**config.mk**
```make
export PLATFORM = sky130hd
export DESIGN_NAME = sbcs_top
export DESIGN_NICKNAME = d
export VERILOG_FILES = /design/src/verilog/sbcs_pkg.sv /design/src/verilog/sbcs_seq_if.sv /design/src/verilog/sbcs_code_seq.sv /design/src/verilog/sbcs_top.sv
export SDC_FILE = /design/constraint.sdc
export NUM_CORES = 1
export LEC_CHECK = 0
export BUFFER_PORTS_ARGS = -buffer_cell sky130_fd_sc_hd__buf_2
export CORE_MARGIN = 1.5
export CORE_UTILIZATION = 35
export DETAILED_ROUTE_END_ITERATION = 10
export GPL_TIMING_DRIVEN = 0
export PLACE_DENSITY = 0.7
export SLEW_MARGIN = 5
export SYNTH_ARGS = -nofsm -noshare
export SYNTH_HDL_FRONTEND = slang
export SYNTH_HIERARCHICAL = 1
export SYNTH_SLANG_ARGS = --single-unit
```
**constraint.sdc**
```tcl
create_clock -name clk_i -period 0.96 [get_ports clk_i]
set_input_delay 0.144 -clock clk_i [delete_from_list [all_inputs] [get_ports clk_i]]
set_output_delay 0.144 -clock clk_i [all_outputs]
set_load 0.01 [all_outputs]
```
**src/verilog/sbcs_pkg.sv**
```systemverilog
package sbcs_pkg;
  localparam int ADDR_W   = 8;
  localparam int DATA_W   = 32;
  localparam int NUM_PAIRS = 4;
  localparam int PAIR_W   = 2;
  localparam int NIBBLE_W = 4;
  localparam int SEQ_LEN  = 8;
  localparam int IDX_W    = 3;
  localparam int IRQ_W    = 3;
  localparam int CTRL_W   = 3;

  localparam logic [ADDR_W-1:0] CTRL_OFS     = 8'h00;
  localparam logic [ADDR_W-1:0] STATUS_OFS   = 8'h04;
  localparam logic [ADDR_W-1:0] IRQ_STAT_OFS = 8'h08;
  localparam logic [ADDR_W-1:0] IRQ_MASK_OFS = 8'h0c;

  localparam int CTRL_ACK_MODE_BIT   = 0;
  localparam int CTRL_WARN_DIRTY_BIT = 1;
  localparam int CTRL_WARN_FIELD_BIT = 2;
  localparam int CTRL_RESTART_BIT    = 3;
  localparam logic [CTRL_W-1:0] CTRL_RST = 3'h6;

  localparam int ST_SAFE_BIT  = 0;
  localparam int ST_WARN_BIT  = 1;
  localparam int ST_STATE_LSB = 2;
  localparam int ST_PAIR_LSB  = 4;
  localparam int ST_IDX_LSB   = 6;

  localparam int IRQ_TRIP_BIT    = 0;
  localparam int IRQ_WARN_BIT    = 1;
  localparam int IRQ_RELEASE_BIT = 2;
  localparam logic [IRQ_W-1:0] IRQ_MASK_RST = 3'h0;

  // arbitrary per-slave code table, entry 0 in the low nibble
  localparam logic [NIBBLE_W*SEQ_LEN-1:0] CODE_TABLE_DEFAULT = 32'h5ac3_69a5;

  typedef enum logic [1:0] {
    SBCS_TRIPPED  = 2'b00,
    SBCS_WAIT_ACK = 2'b01,
    SBCS_FREE     = 2'b11
  } sbcs_state_type;
endpackage : sbcs_pkg

```
**src/verilog/sbcs_seq_if.sv**
```systemverilog
`timescale 1ns/1ps
interface sbcs_seq_if;
  import sbcs_pkg::*;
  logic                free;
  logic                poll;
  logic [NIBBLE_W-1:0] code;
  logic [IDX_W-1:0]    idx;
  logic                wrap;
  modport seq  (input free, input poll, output code, output idx, output wrap);
  modport user (output free, output poll, input code, input idx, input wrap);
endinterface : sbcs_seq_if

```
**src/verilog/sbcs_code_seq.sv**
```systemverilog
`timescale 1ns/1ps
module sbcs_code_seq #(
  parameter logic [sbcs_pkg::NIBBLE_W*sbcs_pkg::SEQ_LEN-1:0] CODE_TABLE = sbcs_pkg::CODE_TABLE_DEFAULT
) (
  input  wire logic clk_i,
  input  wire logic rst_n_i,
  sbcs_seq_if.seq   seq_if
);
  import sbcs_pkg::*;

  logic [IDX_W-1:0]    idx_reg;
  logic [IDX_W-1:0]    idx_next;
  logic [NIBBLE_W-1:0] code_reg;
  logic [NIBBLE_W-1:0] code_next;

  function automatic logic [NIBBLE_W-1:0] table_entry(input logic [IDX_W-1:0] i);
    table_entry = CODE_TABLE[i*NIBBLE_W +: NIBBLE_W];
  endfunction : table_entry

  always_comb
  begin
    if (!seq_if.free)
      idx_next = '0;
    else if (seq_if.poll)
      idx_next = IDX_W'(idx_reg + 3'h1);
    else
      idx_next = idx_reg;
    // not free: static zero word; free: table entry of the fixed code
    code_next = seq_if.free ? table_entry(idx_next) : 4'h0;
  end

  always_ff @(posedge clk_i or negedge rst_n_i)
  begin
    if (!rst_n_i)
    begin
      idx_reg  <= '0;
      code_reg <= 4'h0;
    end
    else
    begin
      idx_reg  <= idx_next;
      code_reg <= code_next;
    end
  end

  assign seq_if.idx  = idx_reg;
  assign seq_if.code = code_reg;
  assign seq_if.wrap = seq_if.free && seq_if.poll && (idx_reg == 3'h7);
endmodule : sbcs_code_seq

```
**src/verilog/sbcs_top.sv**
```systemverilog
// Decided for this implementation: the address-and-strobe port and the address map.
`timescale 1ns/1ps
module sbcs_top #(
  parameter logic [sbcs_pkg::NIBBLE_W*sbcs_pkg::SEQ_LEN-1:0] CODE_TABLE = sbcs_pkg::CODE_TABLE_DEFAULT
) (
  input  wire logic                           clk_i,
  input  wire logic                           resetn_i,
  input  wire logic [sbcs_pkg::ADDR_W-1:0]    addr_i,
  input  wire logic [sbcs_pkg::DATA_W-1:0]    wr_data_i,
  input  wire logic                           wr_i,
  input  wire logic                           rd_i,
  output logic      [sbcs_pkg::DATA_W-1:0]    rd_data_o,
  input  wire logic [sbcs_pkg::PAIR_W-1:0]    field_sel_i,
  input  wire logic [sbcs_pkg::NUM_PAIRS-1:0] protect_hit_i,
  input  wire logic [sbcs_pkg::NUM_PAIRS-1:0] warn_hit_i,
  input  wire logic                           window_dirty_i,
  input  wire logic                           restart_button_i,
  input  wire logic                           poll_done_i,
  output logic                                safety_switch_output_o,
  output logic                                warning_flag_o,
  output logic                                slave_input_bit_zero_o,
  output logic                                slave_input_bit_one_o,
  output logic                                slave_input_bit_two_o,
  output logic                                slave_input_bit_three_o,
  output logic                                irq_o
);
  import sbcs_pkg::*;

  logic                 rst_meta_reg;
  logic                 rst_n_reg;
  sbcs_state_type       state_reg;
  sbcs_state_type       state_next;
  logic                 safe_reg;
  logic                 warn_reg;
  logic                 warn_next;
  logic [CTRL_W-1:0]    ctrl_reg;
  logic [IRQ_W-1:0]     irq_stat_reg;
  logic [IRQ_W-1:0]     irq_mask_reg;
  logic [IRQ_W-1:0]     irq_event;
  logic [DATA_W-1:0]    rd_data_reg;
  logic [DATA_W-1:0]    status_word;
  logic                 viol;
  logic                 warn_field_hit;
  logic                 restart_req;
  logic                 ack_mode;

  sbcs_seq_if seq_bus ();

  // asynchronous assert, synchronous release
  always_ff @(posedge clk_i or negedge resetn_i)
  begin
    if (!resetn_i)
    begin
      rst_meta_reg <= 1'b0;
      rst_n_reg    <= 1'b0;
    end
    else
    begin
      rst_meta_reg <= 1'b1;
      rst_n_reg    <= rst_meta_reg;
    end
  end

  // one selector picks both fields of a pair
  assign viol           = protect_hit_i[field_sel_i];
  assign warn_field_hit = warn_hit_i[field_sel_i];
  assign ack_mode       = ctrl_reg[CTRL_ACK_MODE_BIT];
  assign restart_req    = restart_button_i || (wr_i && addr_i == CTRL_OFS && wr_data_i[CTRL_RESTART_BIT]);

  always_comb
  begin
    state_next = state_reg;
    unique case (state_reg)
      SBCS_FREE:
      begin
        if (viol)
          state_next = SBCS_TRIPPED;
      end
      SBCS_TRIPPED:
      begin
        // release is never possible while the field is occupied
        if (!viol)
          state_next = ack_mode ? SBCS_WAIT_ACK : SBCS_FREE;
      end
      SBCS_WAIT_ACK:
      begin
        if (viol)
          state_next = SBCS_TRIPPED;
        else if (restart_req)
          state_next = SBCS_FREE;
      end
      default:
        state_next = SBCS_TRIPPED;
    endcase
  end

  always_ff @(posedge clk_i or negedge rst_n_reg)
  begin
    if (!rst_n_reg)
    begin
      state_reg <= SBCS_TRIPPED;
      safe_reg  <= 1'b0;
    end
    else
    begin
      state_reg <= state_next;
      safe_reg  <= (state_next == SBCS_FREE);
    end
  end

  // warning is informative only, it never enters the state machine
  assign warn_next = (ctrl_reg[CTRL_WARN_DIRTY_BIT] && window_dirty_i)
                   || (ctrl_reg[CTRL_WARN_FIELD_BIT] && warn_field_hit);

  always_ff @(posedge clk_i or negedge rst_n_reg)
  begin
    if (!rst_n_reg)
      warn_reg <= 1'b0;
    else
      warn_reg <= warn_next;
  end

  assign seq_bus.free = (state_reg == SBCS_FREE);
  assign seq_bus.poll = poll_done_i;

  sbcs_code_seq #(
    .CODE_TABLE (CODE_TABLE)
  ) u_code_seq (
    .clk_i   (clk_i),
    .rst_n_i (rst_n_reg),
    .seq_if  (seq_bus)
  );

  always_ff @(posedge clk_i or negedge rst_n_reg)
  begin
    if (!rst_n_reg)
      ctrl_reg <= CTRL_RST;
    else if (wr_i && addr_i == CTRL_OFS)
      ctrl_reg <= wr_data_i[CTRL_W-1:0];
  end

  always_ff @(posedge clk_i or negedge rst_n_reg)
  begin
    if (!rst_n_reg)
      irq_mask_reg <= IRQ_MASK_RST;
    else if (wr_i && addr_i == IRQ_MASK_OFS)
      irq_mask_reg <= wr_data_i[IRQ_W-1:0];
  end

  always_comb
  begin
    irq_event                  = '0;
    irq_event[IRQ_TRIP_BIT]    = (state_reg == SBCS_FREE) && (state_next == SBCS_TRIPPED);
    irq_event[IRQ_WARN_BIT]    = warn_next && !warn_reg;
    irq_event[IRQ_RELEASE_BIT] = (state_reg != SBCS_FREE) && (state_next == SBCS_FREE);
  end

  // a new event in the clearing cycle survives the clear
  always_ff @(posedge clk_i or negedge rst_n_reg)
  begin
    if (!rst_n_reg)
      irq_stat_reg <= '0;
    else if (wr_i && addr_i == IRQ_STAT_OFS)
      irq_stat_reg <= (irq_stat_reg & ~wr_data_i[IRQ_W-1:0]) | irq_event;
    else
      irq_stat_reg <= irq_stat_reg | irq_event;
  end

  assign irq_o = |(irq_stat_reg & irq_mask_reg);

  always_comb
  begin
    status_word                                 = '0;
    status_word[ST_SAFE_BIT]                    = safe_reg;
    status_word[ST_WARN_BIT]                    = warn_reg;
    status_word[ST_STATE_LSB +: 2]              = state_reg;
    status_word[ST_PAIR_LSB +: PAIR_W]          = field_sel_i;
    status_word[ST_IDX_LSB +: IDX_W]            = seq_bus.idx;
  end

  // data valid only in the cycle after the strobe, zero otherwise
  always_ff @(posedge clk_i or negedge rst_n_reg)
  begin
    if (!rst_n_reg)
      rd_data_reg <= '0;
    else if (rd_i)
    begin
      unique case (addr_i)
        CTRL_OFS:     rd_data_reg <= {{(DATA_W-CTRL_W){1'b0}}, ctrl_reg};
        STATUS_OFS:   rd_data_reg <= status_word;
        IRQ_STAT_OFS: rd_data_reg <= {{(DATA_W-IRQ_W){1'b0}}, irq_stat_reg};
        IRQ_MASK_OFS: rd_data_reg <= {{(DATA_W-IRQ_W){1'b0}}, irq_mask_reg};
        default:      rd_data_reg <= '0;
      endcase
    end
    else
      rd_data_reg <= '0;
  end

  assign rd_data_o               = rd_data_reg;
  assign safety_switch_output_o  = safe_reg;
  assign warning_flag_o          = warn_reg;
  assign slave_input_bit_zero_o  = seq_bus.code[0];
  assign slave_input_bit_one_o   = seq_bus.code[1];
  assign slave_input_bit_two_o   = seq_bus.code[2];
  assign slave_input_bit_three_o = seq_bus.code[3];
endmodule : sbcs_top

```
; ---- After elaboration in Yosys (flattened, before gate mapping)
; Cells that the tools add are included.
[word_totals]
regBits = 54
word_cells = 58
[classes]
n_addsub = 1
order_cmp = 1
n_eq_ne = 7
shift = 1
muxes = 16
bitwise_logic = 5
reduce_logical = 16
[ops]
columns = op, count
row1 = $pmux W9 S4, 1
row2 = $mux W32, 1
row3 = $shiftx A32 B6 Y4 const A, 1
row4 = $eq A8 B4 Y1 const B, 2
row5 = $mux W2, 5
row6 = $logic_and A1 B1 Y1, 9
row7 = $mux W3, 3
row8 = $eq A8 B3 Y1 const B, 1
row9 = $logic_not A8 Y1, 1
row10 = $and A3 B3 Y3, 2
row11 = $or A3 B3 Y3, 2
row12 = $pmux W2 S3, 1
row13 = $bmux W1 S2, 2
row14 = $eq A2 B2 Y1 const B, 2
row15 = $logic_not A2 Y1, 2
row16 = $mux W4, 1
row17 = $add A3 B1 Y3 const B, 1
row18 = $lt A2 B3 Y1 const B, 1
row19 = $not A3 Y3, 1
row20 = $reduce_or A3 Y1, 1
row21 = $eq A2 B1 Y1 const B, 1
row22 = $logic_or A1 B1 Y1, 2
row23 = $mux W1, 2
row24 = $ne A2 B2 Y1 const B, 1
row25 = $logic_not A1 Y1, 1

; ---- Depth between registers and ports, before layout
[depth]
depth_word = 11
depth_mapped = 5
ltp_nobuf = 5

; ---- Hierarchy
; Netlist, hierarchy kept.
[by_module_without_submodules]
columns = mod, instances, cells_each, area_each_um2, seq_area_each_um2
row1 = sbcs_top, 1, 101, 1251.2, 603.1
row2 = sbcs_code_seq, 1, 25, 329.1, 175.2

; ---- Worst setup path before layout
; Ideal clock, no wire load.
[synth_path]
kind = reg-to-reg
startpoint = reg u_code_seq.idx_reg[0], in the netlist u_code_seq/seq_if.idx[0]
endpoint = reg u_code_seq.code_reg[2], in the netlist u_code_seq/seq_if.code[2]
setup_time_ns = 0.080
arrival_time_ns = 1.425
t_required_ns = 0.880
setup_slack_ns = -0.545
stages_incl_launch_ff = 6
synth_period_minus_slack_ns = 1.505
cell_sequence = dfrtp_1 > ha_1 > ha_1 > mux2_4 > o21ai_1 > mux2i_1
[synth_via]
elab_chain_cells = 5
[synth_lines]
columns = element, line_no
row1 = "start, declared", sbcs_code_seq.sv:11  ; logic [IDX_W-1:0] idx_reg;
row2 = "start signal, assigned", sbcs_code_seq.sv:41  ; idx_reg <= idx_next;
row3 = $add A3 B1 Y3, sbcs_code_seq.sv:25  ; idx_next = IDX_W'(idx_reg + 3'h1);
row4 = $mux W3 *, sbcs_code_seq.sv:24  ; else if (seq_if.poll)
row5 = $mux W3 *, sbcs_code_seq.sv:22  ; if (!seq_if.free)
row6 = $shiftx A32 B6 Y4 *, sbcs_code_seq.sv:17  ; table_entry = CODE_TABLE[i*NIBBLE_W +: NIBBLE_W];
row7 = $mux W4 *, sbcs_code_seq.sv:29  ; code_next = seq_if.free ? table_entry(idx_next) : 4'h0;
row8 = named net u_code_seq.code_next[2], sbcs_code_seq.sv:14  ; logic [NIBBLE_W-1:0] code_next;
row9 = "end signal, assigned", sbcs_code_seq.sv:42  ; code_reg <= code_next;
row10 = "end, declared", sbcs_code_seq.sv:13  ; logic [NIBBLE_W-1:0] code_reg;
; Mark *: on every way through the listed nets, which the timed path passes. The rest lies on a longest branch.
; A chain may end at the register's enable or synchronous reset.

; ---- Final worst setup path
[layout_path]
startpoint = reg u_code_seq.idx_reg[1], in the netlist u_code_seq/seq_if.idx[1]
endpoint = reg u_code_seq.code_reg[2], in the netlist u_code_seq/seq_if.code[2]
; The elaborated chain is that of the path after synthesis.

==> impl_metrics.env <==
export IMPL_die_area_sq_um=4905
export IMPL_largest_reg_flops=9
export IMPL_final_util_pct=52.98
export IMPL_relSlewSlack_pct=57.57
export IMPL_drc=0
export IMPL_design_area_sq_um=2291
export IMPL_crit_arrival_ps=1640
export IMPL_max_stage_delay_ps=410
export IMPL_worst_pin_slew_ps=636.4
export IMPL_place_area_sq_um=1982
export IMPL_critical_path_class="flip-flop to flip-flop"
export IMPL_cp_end_kind="flip-flop"
export IMPL_cp_cell_sequence="ha_4 > ha_4 > mux2_4 > o21ai_2 > mux2i_1"
export IMPL_die_h_microns=70.04
export IMPL_finalHoldWorstSlack_ps=90.47
export IMPL_clockRootBuffer="clkbuf_8"
export IMPL_ir_drop_mv=0.8828
export IMPL_grt_use_total_pct=14.36
export IMPL_syn_to_final_growth_pct=45.66
export IMPL_initial_core_util_pct=36.37
export IMPL_clk_pin_slew_ps=60
export IMPL_setup_viol_count_final=22
export IMPL_dp_hpwl_mm=2.391
export IMPL_drive_above_1_share_pct=59.07
export IMPL_fmax_mhz=695.5
export IMPL_clk_latency_ps=290
export IMPL_wirelength_mm=3.299
export IMPL_fp_coreArea_sq_um=4324
export IMPL_clock_sinks=31
export IMPL_numCtsBuffers=5
export IMPL_pin_count=96
export IMPL_antenna_found_initial=0
export IMPL_synth_cells=125
export IMPL_drt_pass1_iter_count=4
export IMPL_clockBufferDepth=2
export IMPL_failed_checks="negative setup slack"
export IMPL_grt_pass1_vias=1131
export IMPL_rsz0062_at_grt="true"
export IMPL_fin_crit_sh_pct=149.8
export IMPL_slew_viol_final=0
export IMPL_worstPathRequired_ps=1170
export IMPL_syn_cell_area_sq_um=1573
export IMPL_p_leak_nw=1.228
export IMPL_io_buffers=43
export IMPL_cpMaxStageDelayCell="dfrtp_1"
export IMPL_vias_per_cell=4.303
export IMPL_power_total_mw=3.230
export IMPL_layout_min_cycle_time_ps=1438
export IMPL_antenna_cells=0
export IMPL_detail_route_iter0_violations=89
export IMPL_cp_start_kind="flip-flop"
export IMPL_num_vias=1149
export IMPL_h_tree_depth=2
export IMPL_nets=273
export IMPL_skew_ps=7.087
export IMPL_drtAntennaViolNets=0
export IMPL_critical_path_most_common_cell="ha_4"
export IMPL_globalplace_congestion=0.7522
export IMPL_maxCapViolCount=0
export IMPL_powerDensity_nw_per_um2=1410
export IMPL_routedWlPerCell_microns=12.36
export IMPL_min_path_type="primary input to flip-flop"
export IMPL_die_w_microns=70.04
export IMPL_cts_tree="yes"
export IMPL_hold_violations=0
export IMPL_avgSynthCellArea_sq_um=12.58
export IMPL_status="complete, but fails checks"
export IMPL_grt_pass1_wl_mm=5.326
export IMPL_layout_setup_ws_ps=-477.8
export IMPL_cp_max_fo=3
export IMPL_num_rows=24
export IMPL_yosys_warnings=6
export IMPL_grt_start_max_net_pins=30
export IMPL_overflow=0
[critical path: cells and delay by family (launching register included)]
kind            cells  cell delay, ps
compound gates      1             130
flops               1             410
fa+ha+maj           2             370
mux                 2             460
[cells in the final DEF (no fill, tap or decap), types with 3 or more instances in the layout]
cell type   n
dfrtp_1    28
mux4_2      5
mux2_4      5
nor2b_1     4
nor2_1      3
conb_1     24
and2_1      5
buf_2      40
nand4_1     4
buf_6       5
inv_1       5
mux2_2      3
clkbuf_8    7
buf_4      36
[where the power goes]
part / internal, mW / switching, mW
combinational: 0.365 / 0.270
sequential: 1.40 / 0.0884
clock: 0.653 / 0.458
total: 2.41 / 0.816
[cell type report]
class	count	area (sq um)
sequential	31	779.5
timing repair buffer	60	379.1
inverter	7	26.28
multi-input combinational	85	763.2
tap	52	65.06
buffer	24	177.7
clock buffer	8	100.1
fill	393	2033
[what timing repair did]
action | 4_1_cts | 5_1_grt
pin swaps | 10 | 7
endpoints found under the setup margin | 59 | 33
endpoints found under the hold margin | 2 | 0
buffers inserted | 8 | 8
gates resized for setup | 15 | 4
hold buffers | 1 | 0
[through the flow]
step	setup slack, ps	setup TNS [ps]	cells
4_1_cts	-488.2	-3725	259
3_3_place_gp	-550.8	-19420	242
3_5_place_dp	-555.1	-20630	242
2_1_floorplan	-454.2	-4812	147
5_1_grt	-526.4	-5091	267
6_report	-477.8	-4160	267
[routing by layer]
| metal | up-vias | wire [microns] | global-route usage [%] |
|---|---|---|---|
| met5 | - | 0 | 0 |
| met4 | 0 | 51 | 5.983 |
| met3 | 6 | 201 | 6.205 |
| met2 | 38 | 1688 | 23.07 |
| met1 | 539 | 1359 | 16.82 |
| li1 | 566 | - | - |
[final timing paths]
kind                                                    startpoint                             endpoint  slack, ps  depth (start not counted)
worst max-delay path            u_code_seq/seq_if.idx[1]$_DFF_PN0_  u_code_seq/seq_if.code[2]$_DFF_PN0_       -480                          5
worst min-delay path                                field_sel_i[0]               rd_data_o[4]$_DFF_PN0_         90                          2
worst max register to register  u_code_seq/seq_if.idx[1]$_DFF_PN0_  u_code_seq/seq_if.code[2]$_DFF_PN0_       -480                          5
worst min register to register                 rst_n_reg$_DFF_PN0_               rd_data_o[6]$_DFF_PN0_        290                          0
max in group asynchronous                      rst_n_reg$_DFF_PN0_            irq_stat_reg[1]$_DFF_PN0_        260                          0
min in group asynchronous                                 resetn_i               rst_meta_reg$_DFF_PN0_        170                          2
No activity file was read; power rests on OpenSTA's default activity.
